### config.mk
export PLATFORM = sky130hd
export DESIGN_NAME = free_running_watchdog
export DESIGN_NICKNAME = d
export VERILOG_FILES = /design/src/hdl/free_running_watchdog.v /design/src/hdl/watchdog_period_timer.v
export VERILOG_INCLUDE_DIRS = /design/src /design/src/shared
export SDC_FILE = /design/constraint.sdc
export NUM_CORES = 1
export LEC_CHECK = 0
export BUFFER_PORTS_ARGS = -buffer_cell sky130_fd_sc_hd__buf_2
export CAP_MARGIN = 40
export CORE_ASPECT_RATIO = 1.25
export CORE_UTILIZATION = 55
export CTS_BUF_LIST = sky130_fd_sc_hd__clkbuf_2 sky130_fd_sc_hd__clkbuf_4 sky130_fd_sc_hd__clkbuf_8
export CTS_CLUSTER_DIAMETER = 30
export DETAILED_ROUTE_END_ITERATION = 8
export GPL_TIMING_DRIVEN = 0
export PLACE_DENSITY = 0.79
export SLEW_MARGIN = 20
export SYNTH_ARGS = -nofsm -noshare
export SYNTH_HDL_FRONTEND = slang
export SYNTH_SLANG_ARGS = --single-unit
### constraint.sdc
create_clock -name clk_sys -period 3.9 [get_ports clk_sys]
set_input_delay 0.39 -clock clk_sys [delete_from_list [all_inputs] [get_ports clk_sys]]
set_output_delay 0.39 -clock clk_sys [all_outputs]
set_load 0.02 [all_outputs]
### src/shared/watchdog_defs.vh
// watchdog_defs.vh: addresses, field positions, reset values and periods of the watchdog unit
// assumes a byte-wide special-function-register bus with 16-bit addresses
`ifndef WATCHDOG_DEFS_VH
`define WATCHDOG_DEFS_VH

// ----------------------------------------------------------------------
// register addresses
// ----------------------------------------------------------------------
`define ADDR_CLEAR_KEY 16'hf00e
`define ADDR_PERIOD_SELECT 16'hf00f

// ----------------------------------------------------------------------
// reset values and fields
// ----------------------------------------------------------------------
`define RESET_CLEAR_KEY 8'h00
`define RESET_PERIOD_SELECT 8'h02
`define PERIOD_SELECT_LO 0
`define PERIOD_SELECT_HI 1
`define KEY_PHASE_POINTER_BIT 0

// ----------------------------------------------------------------------
// clear keys
// ----------------------------------------------------------------------
`define KEY_FIRST 8'h5a
`define KEY_SECOND 8'ha5

// ----------------------------------------------------------------------
// low-speed clock rate and overflow periods in milliseconds
// ----------------------------------------------------------------------
`define LOW_SPEED_CLOCK_HZ 32768
`define PERIOD0_SMALL_MS 125
`define PERIOD1_SMALL_MS 500
`define PERIOD2_SMALL_MS 2000
`define PERIOD3_SMALL_MS 8000
`define PERIOD0_LARGE_MS 131
`define PERIOD1_LARGE_MS 524
`define PERIOD2_LARGE_MS 2100
`define PERIOD3_LARGE_MS 8400

`endif

### src/hdl/free_running_watchdog.v
// free_running_watchdog.v: free-running watchdog unit with key-sequence clear
// assumes a byte-wide register bus synchronous to clk_sys, and a low-speed clock
// level sampled as an ordinary synchronous input
`timescale 1ns/1ps
`include "watchdog_defs.vh"

// Contract
// - the counter starts by itself after reset and nothing software writes stops it.
// - an overflow without a clear raises the non-maskable watchdog request.
// - a second overflow without a clear between raises the watchdog reset.
// - reading the clear-key register returns the key phase pointer in bit 0.
// - the pointer goes to zero on reset and on every overflow.
// - every enabled write to the clear-key register toggles the pointer, unless an overflow comes in the same cycle.
// - writing 5AH at pointer zero then 0A5H at pointer one clears the counter.
// - clear-key writes are ignored after reset or stop exit until the low-speed clock runs.
// - period codes 00, 01, 10, 11 give 125 ms, 500 ms, 2 s and 8 s on the small variant.
// - the large variant gives 131 ms, 524 ms, 2.1 s and 8.4 s, and the field resets to 10.
// - the clear-key register resets to 00H and the mode register to 02H, both 8 bits.
// - a wrong key does not clear the counter but still toggles the pointer.
// - the counter halts in stop mode, runs in halt mode, and its request wakes from halt.
module free_running_watchdog #(
   parameter LARGE_VARIANT = 0,
   parameter LS_HZ = `LOW_SPEED_CLOCK_HZ
) (
   input wire clk_sys,
   input wire rst_n,
   input wire lowSpeedClock,
   input wire lowSpeedClockRunning,
   input wire stopMode,
   input wire [15:0] sfrAddr,
   input wire sfrWrite,
   input wire sfrRead,
   input wire [7:0] sfrWrData,
   output reg [7:0] sfrRdData,
   output reg watchdogNmiRequest,
   output reg haltWake,
   output reg watchdogReset
);

   // ----------------------------------------------------------------------
   // overflow periods in low-speed ticks
   // ----------------------------------------------------------------------
   // small and large variant periods
   localparam integer TICKS0_SMALL = (`PERIOD0_SMALL_MS * LS_HZ) / 1000;
   localparam integer TICKS1_SMALL = (`PERIOD1_SMALL_MS * LS_HZ) / 1000;
   localparam integer TICKS2_SMALL = (`PERIOD2_SMALL_MS * LS_HZ) / 1000;
   localparam integer TICKS3_SMALL = (`PERIOD3_SMALL_MS * LS_HZ) / 1000;
   localparam integer TICKS0_LARGE = (`PERIOD0_LARGE_MS * LS_HZ) / 1000;
   localparam integer TICKS1_LARGE = (`PERIOD1_LARGE_MS * LS_HZ) / 1000;
   localparam integer TICKS2_LARGE = (`PERIOD2_LARGE_MS * LS_HZ) / 1000;
   localparam integer TICKS3_LARGE = (`PERIOD3_LARGE_MS * LS_HZ) / 1000;

   // whole ticks only, so a period that is not a tick multiple rounds down
   localparam integer TICKS0 = (LARGE_VARIANT != 0) ? TICKS0_LARGE : TICKS0_SMALL;
   localparam integer TICKS1 = (LARGE_VARIANT != 0) ? TICKS1_LARGE : TICKS1_SMALL;
   localparam integer TICKS2 = (LARGE_VARIANT != 0) ? TICKS2_LARGE : TICKS2_SMALL;
   localparam integer TICKS3 = (LARGE_VARIANT != 0) ? TICKS3_LARGE : TICKS3_SMALL;

   // cut to the timer's 20-bit limit width on purpose
   localparam [19:0] LIMIT0 = TICKS0[19:0];
   localparam [19:0] LIMIT1 = TICKS1[19:0];
   localparam [19:0] LIMIT2 = TICKS2[19:0];
   localparam [19:0] LIMIT3 = TICKS3[19:0];

   reg lsPrev_reg;
   reg writeEnable_reg;
   reg writeEnable_next;
   reg keyPhasePointer_reg;
   reg keyPhasePointer_next;
   reg firstKeyOk_reg;
   reg firstKeyOk_next;
   reg firstOverflow_reg;
   reg firstOverflow_next;
   reg [7:0] periodSelect_reg;
   reg [7:0] periodSelect_next;
   reg [7:0] rdData_next;
   reg nmiPulse_next;
   reg resetPulse_next;
   wire tick;
   wire overflow;
   wire hitClearKey;
   wire hitPeriodSelect;
   wire keyIsFirst;
   wire keyIsSecond;
   wire keyWrite;
   wire modeWrite;
   wire counterClear;

   // ----------------------------------------------------------------------
   // address and key decode
   // ----------------------------------------------------------------------
   assign hitClearKey = (sfrAddr == `ADDR_CLEAR_KEY);
   assign hitPeriodSelect = (sfrAddr == `ADDR_PERIOD_SELECT);
   assign keyIsFirst = (sfrWrData == `KEY_FIRST);
   assign keyIsSecond = (sfrWrData == `KEY_SECOND);

   // no ticks in stop mode, halt mode does not gate
   // edge history resets low, the idle level of the slow clock, so no false tick
   assign tick = lowSpeedClock && !lsPrev_reg && !stopMode;
   // clear-key writes only once the low-speed clock runs, mode writes at any time
   assign keyWrite = sfrWrite && hitClearKey && writeEnable_reg;
   assign modeWrite = sfrWrite && hitPeriodSelect;
   // second key at pointer one after an accepted first key
   // any other value leaves the counter alone
   assign counterClear = keyWrite && keyPhasePointer_reg && firstKeyOk_reg && keyIsSecond;

   // ----------------------------------------------------------------------
   // counter
   // ----------------------------------------------------------------------
   // runs from reset with no stop control
   watchdog_period_timer #(
      .CNT_W(20),
      .LIMIT0(LIMIT0),
      .LIMIT1(LIMIT1),
      .LIMIT2(LIMIT2),
      .LIMIT3(LIMIT3)
   ) timer (
      .clk_sys(clk_sys),
      .rst_n(rst_n),
      .tick(tick),
      .clear(counterClear),
      .periodSel(periodSelect_reg[`PERIOD_SELECT_HI:`PERIOD_SELECT_LO]),
      .overflow(overflow)
   );

   // ----------------------------------------------------------------------
   // slow clock edge detect
   // ----------------------------------------------------------------------
   always @(posedge clk_sys or negedge rst_n)
   begin
      if (!rst_n)
      begin
         lsPrev_reg <= 1'b0;
      end
      else
      begin
         lsPrev_reg <= lowSpeedClock;
      end
   end

   // ----------------------------------------------------------------------
   // write gating
   // ----------------------------------------------------------------------
   always @*
   begin
      writeEnable_next = writeEnable_reg;
      // stop mode drops the enable until the oscillator is back
      if (stopMode)
      begin
         writeEnable_next = 1'b0;
      end
      else if (lowSpeedClockRunning)
      begin
         writeEnable_next = 1'b1;
      end
   end

   always @(posedge clk_sys or negedge rst_n)
   begin
      if (!rst_n)
      begin
         writeEnable_reg <= 1'b0;
      end
      else
      begin
         writeEnable_reg <= writeEnable_next;
      end
   end

   // ----------------------------------------------------------------------
   // key sequence
   // ----------------------------------------------------------------------
   always @*
   begin
      keyPhasePointer_next = keyPhasePointer_reg;
      firstKeyOk_next = firstKeyOk_reg;
      // overflow wins over a write in the same cycle
      if (overflow)
      begin
         keyPhasePointer_next = 1'b0;
         firstKeyOk_next = 1'b0;
      end
      else if (keyWrite)
      begin
         keyPhasePointer_next = ~keyPhasePointer_reg;
         // only a first key at pointer zero arms the second step
         firstKeyOk_next = !keyPhasePointer_reg && keyIsFirst;
      end
   end

   always @(posedge clk_sys or negedge rst_n)
   begin
      if (!rst_n)
      begin
         keyPhasePointer_reg <= 1'b0;
         firstKeyOk_reg <= 1'b0;
      end
      else
      begin
         keyPhasePointer_reg <= keyPhasePointer_next;
         firstKeyOk_reg <= firstKeyOk_next;
      end
   end

   // ----------------------------------------------------------------------
   // mode register
   // ----------------------------------------------------------------------
   always @*
   begin
      periodSelect_next = periodSelect_reg;
      // upper bits are kept storable, only bits 1-0 steer the period
      if (modeWrite)
      begin
         periodSelect_next = sfrWrData;
      end
   end

   always @(posedge clk_sys or negedge rst_n)
   begin
      if (!rst_n)
      begin
         periodSelect_reg <= `RESET_PERIOD_SELECT;
      end
      else
      begin
         periodSelect_reg <= periodSelect_next;
      end
   end

   // ----------------------------------------------------------------------
   // read port
   // ----------------------------------------------------------------------
   // pointer in bit 0, idle and unmapped reads give zero
   always @*
   begin
      rdData_next = 8'h00;
      if (sfrRead && hitClearKey)
      begin
         rdData_next = {7'h00, keyPhasePointer_reg};
      end
      else if (sfrRead && hitPeriodSelect)
      begin
         rdData_next = periodSelect_reg;
      end
   end

   always @(posedge clk_sys or negedge rst_n)
   begin
      if (!rst_n)
      begin
         sfrRdData <= 8'h00;
      end
      else
      begin
         sfrRdData <= rdData_next;
      end
   end

   // ----------------------------------------------------------------------
   // interrupt and reset
   // ----------------------------------------------------------------------
   always @*
   begin
      firstOverflow_next = firstOverflow_reg;
      nmiPulse_next = 1'b0;
      resetPulse_next = 1'b0;
      if (overflow && firstOverflow_reg)
      begin
         resetPulse_next = 1'b1;
         firstOverflow_next = 1'b0;
      end
      else if (overflow)
      begin
         // the same event releases halt mode
         nmiPulse_next = 1'b1;
         firstOverflow_next = 1'b1;
      end
      else if (counterClear)
      begin
         firstOverflow_next = 1'b0;
      end
   end

   always @(posedge clk_sys or negedge rst_n)
   begin
      if (!rst_n)
      begin
         firstOverflow_reg <= 1'b0;
      end
      else
      begin
         firstOverflow_reg <= firstOverflow_next;
      end
   end

   // one-cycle pulses, all straight from flip-flops
   always @(posedge clk_sys or negedge rst_n)
   begin
      if (!rst_n)
      begin
         watchdogNmiRequest <= 1'b0;
         haltWake <= 1'b0;
         watchdogReset <= 1'b0;
      end
      else
      begin
         watchdogNmiRequest <= nmiPulse_next;
         haltWake <= nmiPulse_next;
         watchdogReset <= resetPulse_next;
      end
   end

endmodule // free_running_watchdog

### src/hdl/watchdog_period_timer.v
// watchdog_period_timer.v: counter of low-speed clock ticks with a selectable overflow limit
// assumes tick is a one-cycle pulse per rising low-speed clock edge, already gated by stop mode
`timescale 1ns/1ps

module watchdog_period_timer #(
   parameter CNT_W = 20,
   parameter [19:0] LIMIT0 = 20'd4096,
   parameter [19:0] LIMIT1 = 20'd16384,
   parameter [19:0] LIMIT2 = 20'd65536,
   parameter [19:0] LIMIT3 = 20'd262144
) (
   input wire clk_sys,
   input wire rst_n,
   input wire tick,
   input wire clear,
   input wire [1:0] periodSel,
   output reg overflow
);

   reg [CNT_W-1:0] count_reg;
   reg [CNT_W-1:0] limit;

   always @*
   begin
      case (periodSel)
         2'b00: limit = LIMIT0[CNT_W-1:0];
         2'b01: limit = LIMIT1[CNT_W-1:0];
         2'b10: limit = LIMIT2[CNT_W-1:0];
         default: limit = LIMIT3[CNT_W-1:0];
      endcase
   end

   // ----------------------------------------------------------------------
   // counting
   // ----------------------------------------------------------------------
   always @(posedge clk_sys or negedge rst_n)
   begin
      if (!rst_n)
      begin
         count_reg <= {CNT_W{1'b0}};
         overflow <= 1'b0;
      end
      else
      begin
         overflow <= 1'b0;
         if (clear)
         begin
            count_reg <= {CNT_W{1'b0}};
         end
         else if (tick && (count_reg >= limit - {{(CNT_W-1){1'b0}}, 1'b1}))
         begin
            count_reg <= {CNT_W{1'b0}};
            overflow <= 1'b1;
         end
         else if (tick)
         begin
            count_reg <= count_reg + {{(CNT_W-1){1'b0}}, 1'b1};
         end
      end
   end

endmodule // watchdog_period_timer

==> After elaboration in Yosys (flattened, before gate mapping) <==
Index checks and enable logic that the tools add are counted.
{ "classes": {"mux": 20, "n_bitwise": 1, "add_sub_neg": 2, "order_cmp": 1, "n_eq_ne": 6, "n_reduce_logical": 21} }
{ "ops": {"columns": ["operator", "count"], "rows": [
  ["$mux W20", 3],
  ["$pmux W19 S3", 1],
  ["$eq A16 B16 Y1 const B", 2],
  ["$add A20 B1 Y20 const B", 1],
  ["$ge A20 B20 Y1", 1],
  ["$sub A19 B1 Y20 const B", 1],
  ["$mux W8", 2],
  ["$mux W1", 14],
  ["$logic_and A1 B1 Y1", 13],
  ["$eq A8 B7 Y1 const B", 1],
  ["$eq A8 B8 Y1 const B", 1],
  ["$reduce_bool A3 Y1", 2],
  ["$reduce_bool A2 Y1", 2],
  ["$logic_not A1 Y1", 3],
  ["$eq A2 B1 Y1 const B", 1],
  ["$eq A2 B2 Y1 const B", 1],
  ["$logic_not A2 Y1", 1],
  ["$not A1 Y1", 1]
]} }
{ "word_totals": {"regBits": 44, "in_bits": 31} }

==> Longest topological paths before layout <==
Gate-level depths: netlist (run 1).
{ "logic_depth": {"depth_word": 9, "ltp_mapped": 8} }

==> Modules after synthesis <==
From an unflattened synthesis (run 1), not the netlist that was laid out.
{ "hier_totals": {"cells_unflattened": 228, "area_unflattened_um2": 2411.1} }
{ "modules_own_cells": {"columns": ["mod", "cells_per_inst", "area_per_inst_um2", "instances"], "rows": [
  ["watchdog_period_timer", 149, 1390.1, 1],
  ["free_running_watchdog", 79, 1021.0, 1]
]} }

==> Least setup slack after synthesis (run 1) <==
No wires, ideal clock.
{ "synth_path": {"path_kind": "register to register", "start": "register periodSelect_reg[1]", "end": "register timer.count_reg[6]", "setup_ns": 0.087, "t_arrival_ns": 2.264, "slack_ns": 1.549, "t_required_ns": 3.813, "stages_incl_launch_ff": 9, "path_cell_list": "dfstp_2 nand2_1 ha_1 a2111oi_0 o21ai_0 nor3_2 buf_2 nand3_1 o211ai_1"} }
{ "synth_via": {"elab_chain_cells": 7} }
{ "synth_rtl": {"columns": ["element", "line", "source"], "rows": [
  ["start: declaration", "free_running_watchdog.v:74", "reg [7:0] periodSelect_reg;"],
  ["start signal: assignment", "free_running_watchdog.v:222", "periodSelect_reg <= `RESET_PERIOD_SELECT;"],
  ["start signal: assignment", "free_running_watchdog.v:226", "periodSelect_reg <= periodSelect_next;"],
  ["$eq A2 B2 Y1, or another cell as far along", "watchdog_period_timer.v:25", "case (periodSel)"],
  ["$pmux W19 S3 *", "watchdog_period_timer.v:25", null],
  ["$sub A19 B1 Y20 *", "watchdog_period_timer.v:50", "else if (tick && (count_reg >= limit - {{(CNT_W-1){1'b0}}, 1'b1}))"],
  ["$ge A20 B20 Y1 *", "watchdog_period_timer.v:50", null],
  ["$logic_and A1 B1 Y1 *", "watchdog_period_timer.v:50", null],
  ["$mux W20", "watchdog_period_timer.v:50", null],
  ["$mux W20", "watchdog_period_timer.v:46", "if (clear)"],
  ["end signal: assignment", "watchdog_period_timer.v:48", "count_reg <= {CNT_W{1'b0}};"],
  ["end signal: assignment", "watchdog_period_timer.v:52", "count_reg <= {CNT_W{1'b0}};"],
  ["end signal: assignment", "watchdog_period_timer.v:57", "count_reg <= count_reg + {{(CNT_W-1){1'b0}}, 1'b1};"],
  ["end: declaration", "watchdog_period_timer.v:20", "reg [CNT_W-1:0] count_reg;"]
]} }
Mark *: on every way between the ends. The rest lies on a longest branch, timed or not.
A chain may end at the register's enable or synchronous reset.

==> Worst setup path in the final report (run 1) <==
{ "layout_path": {"start": "register periodSelect_reg[1]", "end": "register timer.count_reg[4]"} }
The elaborated chain is that of the path after synthesis.

==> results by group, run 1 <==
Floorplan
  – FP Rows: 26
  – Initial Utilization: 0.578
  – Core area: 0.00413 sq mm
  – Die area: approximately 0.0046 sq mm
  – Die Wd: 60.9 um
  – Die height: 75.7 um
  – I/O Pins: 42

Synthesis
  – Synthesized instance count: approximately 250
  – Synthesized cell area: approximately 0.0024 sq mm
  – Share of the synthesized area in the top cell type: 0.451
  – Syn avg cell area: just under 10 sq um
  – Async set or reset register ratio after synthesis: 1.00
  – Yosys warnings: 0
  – Post-synth cell types: between 50 and 60
  – Register bit total from synthesis: 44
  – Post-synth top area cell: dfrtp_1
  – Synthesized Nets: about 280
  – Post-synth top flop: dfrtp_1
  – Top post-synthesis cells by area: dfrtp_1, nand2_1, nand3_1, mux2_2, nand4_1
  – Register area share after synthesis: 0.462
  – Post-synth EDFFs: 0

Clock network
  – Hold buffers post-CTS: 0
  – CTS sink count: 44
  – Cts bufs inserted: 5
  – Clk_lat worst skew: ~300 ps
  – Clk slew on worst S/H paths: ~80 ps
  – Post-CTS Setup Inserts: 0
  – H-tree depth: 2
  – CTS max path bufs: 2
  – Post-CTS Resized: 0
  – Clock root buffer master: clkbuf_8
  – CTS tree: done

Pwr
  – Final Total Pwr: around 1.0 mW
  – Switching Share: 0.262
  – Power density over cell area: 371 mW/mm^2
  – Leakage dissipation: between 1 and 1.5 nW
  – Clock power share: 0.365
  – Reg power frac: 0.502
  – NetSw: 0.273 mW
  – Int Pwr: approximately 0.77 mW
  – Comb pwr share: 0.133
  – Peak supply drop: 196 uV

Job
  – MaxCap Viol Count: 0

Setup path
  – CP arrival: 3090 ps
  – WP depth: 7
  – R2R depth: 7
  – RR Endpoint: timer.count_reg[4]
  – CP Buf/Inv Count: 0
  – Critical path class: reg -> reg
  – Startpoint Class: register
  – CP delay by family, top: simple AND/OR/NAND/NOR gates
  – Crit-path slowest cell: nor3_2
  – Worst Path Max Fanout: 10
  – Reg2reg setup slack: roughly 990 ps
  – RR Startpoint: periodSelect_reg[1]
  – CP Capture Type: register
  – Critical path cell sequence: nand2_1, ha_1, a2111oi_0, o21ai_0, nor3_2, nand2_1, o311ai_0
  – Max incr delay on CP: about 640 ps
  – CP required: a little over 4000 ps
  – Crit-path most repeated cell: nand2_1

Placed design
  – Gpl congestion: a little over 0.8
  – Dpl cells: about 340
  – DP Wirelength: ~4000 um
  – # port buffers: between 40 and 50
  – Pre-CTS setup slack: around 1000 ps

Drt
  – Via count: 2036
  – Final wirelength: 5260 um
  – Drt pass-1 iters: 4
  – DRT iter0 DRCs: 47
  – Final ANT Viol Nets: 0
  – Vias per cell: 5.78
  – Wirelength per Cell: 15.0 um
  – DRC: 0

Timing
  – Final worst slack: roughly 990 ps
  – Setup_tns: 0 ps
  – Final hold slack: 81.7 ps
  – Fin crit period: 2910 ps
  – Fmax: roughly 340 MHz
  – Max transition margin: 0.542
  – Pins Over Slew Limit: 0
  – Worst slew pin tran: 684 ps
  – Hold Violations, Final: 0
  – Post-route clock period utilization: 0.745
  – Final setup violation count: 0
  – Skew final: between 5 and 6 ps
  – RSZ-0062 raised after global routing: false

Global route
  – Initial antenna violation count: 0
  – GRT overflow: 0
  – Vias in the first global route: just over 2000
  – Total Routing Usage GR: 0.261
  – Largest net degree at the start of global routing: 24
  – First-pass GRT wire length: 8860 um

Run status
  – Status: finished clean

Worst hold path
  – Hold Crit Class: in -> async

Layout
  – Max FFs per register: 20
  – NumNets Final: 331
  – Antenna cells: 0
  – Final Instance Count excl. Fillers: 352
  – Layout area overhead: 18.0%
  – Layout cell share with drive strength beyond 1: 0.267
  – FILL cells: 338
==> cell usage after synthesis (all sizes together), types with 3 or more instances <==
| master | count |
|---|---|
| a21boi | 3 |
| a21oi | 3 |
| a41oi | 4 |
| and2 | 12 |
| and3 | 5 |
| and4 | 3 |
| buf | 5 |
| clkbuf | 3 |
| dfrtp | 43 |
| ha | 5 |
| inv | 6 |
| mux2 | 7 |
| mux2i | 4 |
| nand2 | 36 |
| nand3 | 19 |
| nand4 | 12 |
| nor2 | 19 |
| nor3 | 7 |
| o211ai | 8 |
| o21ai | 8 |
| or2 | 4 |
| or3 | 3 |
==> worst max-delay path by stage <==
stage	from	end	slack [ps]
2_1_floorplan	periodSelect_reg[1]	timer.count_reg[6]	1550
3_3_place_gp	periodSelect_reg[1]	timer.count_reg[6]	1070
3_5_place_dp	periodSelect_reg[1]	timer.count_reg[4]	1000
4_1_cts	periodSelect_reg[1]	timer.count_reg[4]	980
5_1_grt	periodSelect_reg[1]	timer.count_reg[4]	760
6_report	periodSelect_reg[1]	timer.count_reg[4]	990
==> power groups by stage <==
stage	sequential [mW]	clock (mW)	combinational (mW)
finish	0.524	0.381	0.139
global placement	0.530	0	0.132
CTS	0.523	0.387	0.140
floorplan	0.523	0	0.0869
global route	0.528	0.404	0.158
detailed placement	0.532	0	0.140
==> routing by layer <==
layer / up-vias / GRT usage / part of all wire
li1: 1005 / - / -
met1: 980 / 0.285 / 0.41
met2: 43 / 0.492 / 0.54
met3: 8 / 0.0475 / 0.028
met4: 0 / 0.0985 / 0.016
met5: - / 0 / 0
==> logic make-up after synthesis <==
family	count (synthesis)	share of synthesized area
and+or+nand+nor	136	0.321
DFF	44	0.462
AOI/OAI and AO/OA	35	0.107
buffers and inverters	14	0.0309
muxes	11	0.0498
adders and majority gates	5	0.0262
xor gates and xnor gates	1	0.00367
==> area by class of cell <==
class | instances | area (sq um) | share of cell area
multi-input combinational | 188 | 1210 | 0.430
tap | 56 | 70.1 | 0.0249
timing repair buffer | 42 | 233 | 0.0826
sequential | 44 | 1100 | 0.391
clock buffer | 7 | 96.3 | 0.0342
clock inverter | 1 | 30.0 | 0.0107
buffer | 8 | 51.3 | 0.0182
inverter | 6 | 22.5 | 0.00800
==> through the flow <==
step	utilization	instance area (sq um)
finish	0.682	2820
global route	0.682	2820
CTS	0.682	2820
detailed placement	0.651	2690
global placement	0.644	2660
floorplan	-	2390
==> cell usage in the layout, fill, tap and decap left out, types with 2 or more instances in the layout <==
master / count
a21boi_0: 3
a21oi_1: 2
a31oi_1: 2
a41oi_1: 4
and2_1: 11
and3_1: 4
and4_1: 3
buf_2: 43
buf_6: 2
clkbuf_1: 3
clkbuf_8: 7
dfrtp_1: 43
ha_1: 5
inv_1: 6
mux2_2: 7
mux2i_1: 4
nand2_1: 35
nand3_1: 18
nand3b_1: 2
nand4_1: 12
nand4b_1: 2
nor2_1: 18
nor2b_1: 2
nor3_1: 6
nor4b_1: 2
o211ai_1: 8
o21ai_0: 6
o21ai_1: 2
o311ai_0: 2
or2_2: 4
or3_1: 3
or4bb_1: 2
Power figures use the tool's default switching activity.
==> run 2: changes to the inputs <==
- clock period: 3.9 -> 2.9 ns (I/O delays scaled with it)
==> run 2 against run 1 <==
- non-clock buffer count grew 7
- die area is the same
- clock power grew 34%
- utilization grew 1.5 points
- first-iteration DRC count grew 6.4%
- total power grew 36%
- sequential share of layout area shrank 0.83 points
- combinational power grew 49%
- wire length grew 2.6%
- worst setup slack lost 770 ps
- worst hold slack gained 38 ps
- fmax grew 8.4%
==> results by group, run 2 (synthesized netlist as in run 1, its figures left out) <==
Drt
  – Drt pass-1 iters: 5
  – Vias per cell: between 5 and 6
  – Final wirelength: between 5000 and 6000 um
  – Final ANT Viol Nets: 0
  – Wirelength per Cell: 15.0 um
  – Via count: 2056
  – DRT iter0 DRCs: 50
  – DRC: 0

Setup path
  – CP Buf/Inv Count: 0
  – Critical path class: reg -> reg
  – RR Endpoint: timer.count_reg[2]
  – Startpoint Class: register
  – Critical path cell sequence: nand2_1, ha_1, a2111oi_0, o21ai_0, nor2_2, nand3_2, o311ai_0
  – Max incr delay on CP: ~580 ps
  – Critical Path End: timer.count_reg[2]
  – CP Capture Type: register
  – CP required: between 3000 and 4000 ps
  – CP arrival: between 2000 and 3000 ps
  – Worst Path Max Fanout: 8
  – WP depth: 7
  – R2R depth: 7
  – CP delay by family, top: compound AO/OA/AOI/OAI gates
  – Crit-path slowest cell: dfstp_2
  – RR Startpoint: periodSelect_reg[1]
  – CP Launch Point: periodSelect_reg[1]
  – Reg2reg setup slack: around 220 ps

Placed design
  – Gpl congestion: a little over 0.8
  – # port buffers: just over 40
  – DP Wirelength: a little under 4000 um
  – Pre-CTS setup slack: around 1.5 ps

Floorplan
  – Die area: ~0.0046 sq mm
  – I/O Pins: between 40 and 50
  – Core area: ~0.0041 sq mm
  – Die height: 75.7 um
  – FP Rows: 26
  – Initial Utilization: 0.578
  – Die Wd: between 60 and 70 um

Job
  – MaxCap Viol Count: 0

Pwr
  – Peak supply drop: about 260 uV
  – Clock power share: 0.359
  – Int Pwr: approximately 1.1 mW
  – Leakage dissipation: 1.34 nW
  – Power density over cell area: around 500 mW/mm^2
  – Final Total Pwr: about 1.4 mW
  – NetSw: 0.374 mW
  – Reg power frac: 0.495
  – Comb pwr share: 0.146
  – Switching Share: 0.263

Layout
  – Layout area overhead: 20.5%
  – Antenna cells: 0
  – Most frequent cells in the layout: buf_2, dfrtp_1, nand2_1, nor2_1, nand3_1
  – Layout cell share with drive strength beyond 1: 0.281
  – FILL cells: roughly 330
  – NumNets Final: 338
  – Final core area utilization: 0.697
  – Max FFs per register: 20

Clock network
  – Cts bufs inserted: 5
  – CTS sink count: 44
  – H-tree depth: 2
  – CTS tree: done
  – Clock root buffer master: clkbuf_8
  – CTS max path bufs: 2
  – Clk_lat worst skew: roughly 300 ps
  – Clk slew on worst S/H paths: ~80 ps

Timing
  – Skew final: a little over 6 ps
  – Worst slew pin tran: about 750 ps
  – Final worst slack: 220 ps
  – Fin crit period: 2680 ps
  – Pins Over Slew Limit: 0
  – Post-route clock period utilization: 0.924
  – Fmax: about 370 MHz
  – Max transition margin: 0.496
  – Final setup violation count: 0
  – Hold Violations, Final: 0

Run status
  – Status: finished clean

Worst hold path
  – Worst Hold Launch: lowSpeedClock
  – Hold Crit Class: in -> reg

Global route
  – Total Routing Usage GR: 0.263
  – Initial antenna violation count: 0
  – Largest net degree at the start of global routing: 24
  – Vias in the first global route: a little over 2000
  – First-pass GRT wire length: roughly 8900 um
  – GRT overflow: 0
==> run 2: cell types whose count changed in the layout (fill, tap and decap cells not counted), sizes merged <==
cell	previous run	this run
dlygate4sd3	0	1
buf	47	53
==> run 2: area by class of cell <==
type | instances | area (sq um) | area share
inverter | 6 | 22.5 | 0.00783
timing repair buffer | 49 | 288 | 0.100
tap | 56 | 70.1 | 0.0243
multi-input combinational | 188 | 1220 | 0.423
clock inverter | 1 | 30.0 | 0.0104
clock buffer | 7 | 96.3 | 0.0335
sequential | 44 | 1100 | 0.383
buffer | 8 | 51.3 | 0.0178
==> run 2: how the worst min path moves through the flow <==
| stage | to | cells past startpoint | slack [ps] |
|---|---|---|---|
| after floorplan | firstKeyOk_reg | 0 | -6 |
| after global placement | lsPrev_reg | 1 | 420 |
| after detailed placement | sfrRdData[5] | 1 | 320 |
| after CTS | lsPrev_reg | 1 | 110 |
| after global routing | lsPrev_reg | 1 | 120 |
| final | lsPrev_reg | 1 | 120 |
==> run 2: per-stage QoR <==
step           setup TNS [ps]  instance area [sq um]  instances  hold slack [ps]
2_1_floorplan               0                   2390        246            -5.59
3_3_place_gp                0                   2660        343              421
3_5_place_dp                0                   2690        344              322
4_1_cts                     0                   2830        353              114
5_1_grt                 -20.2                   2880        359              120
6_report                    0                   2880        359              120
==> run 2: power groups by stage <==
| stage | Sequential, mW | Combinational, mW | Clock (mW) |
|---|---|---|---|
| 6_report | 0.706 | 0.207 | 0.512 |
| 5_1_grt | 0.712 | 0.233 | 0.543 |
| 4_1_cts | 0.704 | 0.191 | 0.521 |
| 3_5_place_dp | 0.715 | 0.188 | 0 |
| 3_3_place_gp | 0.713 | 0.178 | 0 |
| 2_1_floorplan | 0.704 | 0.117 | 0 |
==> run 2: repair_timing <==
item	CTS	global route
pin swaps	0	2
buffers inserted	0	6
hold buffers	1	0
hold endpoints to repair	10	0
resized for setup	1	0
setup endpoints to repair	1	3
==> run 2: worst reg2reg max path, cell delays in order, from the launching register on <==
cell and delay, ps:
dfstp_2 580, nand2_1 100, ha_1 320, a2111oi_0 350, o21ai_0 290, nor2_2 320, nand3_2 230, o311ai_0 380
==> run 2: per-layer routing <==
layer	wire length, um	track usage
met5	0	0
met4	84	0.0985
met3	138	0.0475
met2	2940	0.495
met1	2240	0.289
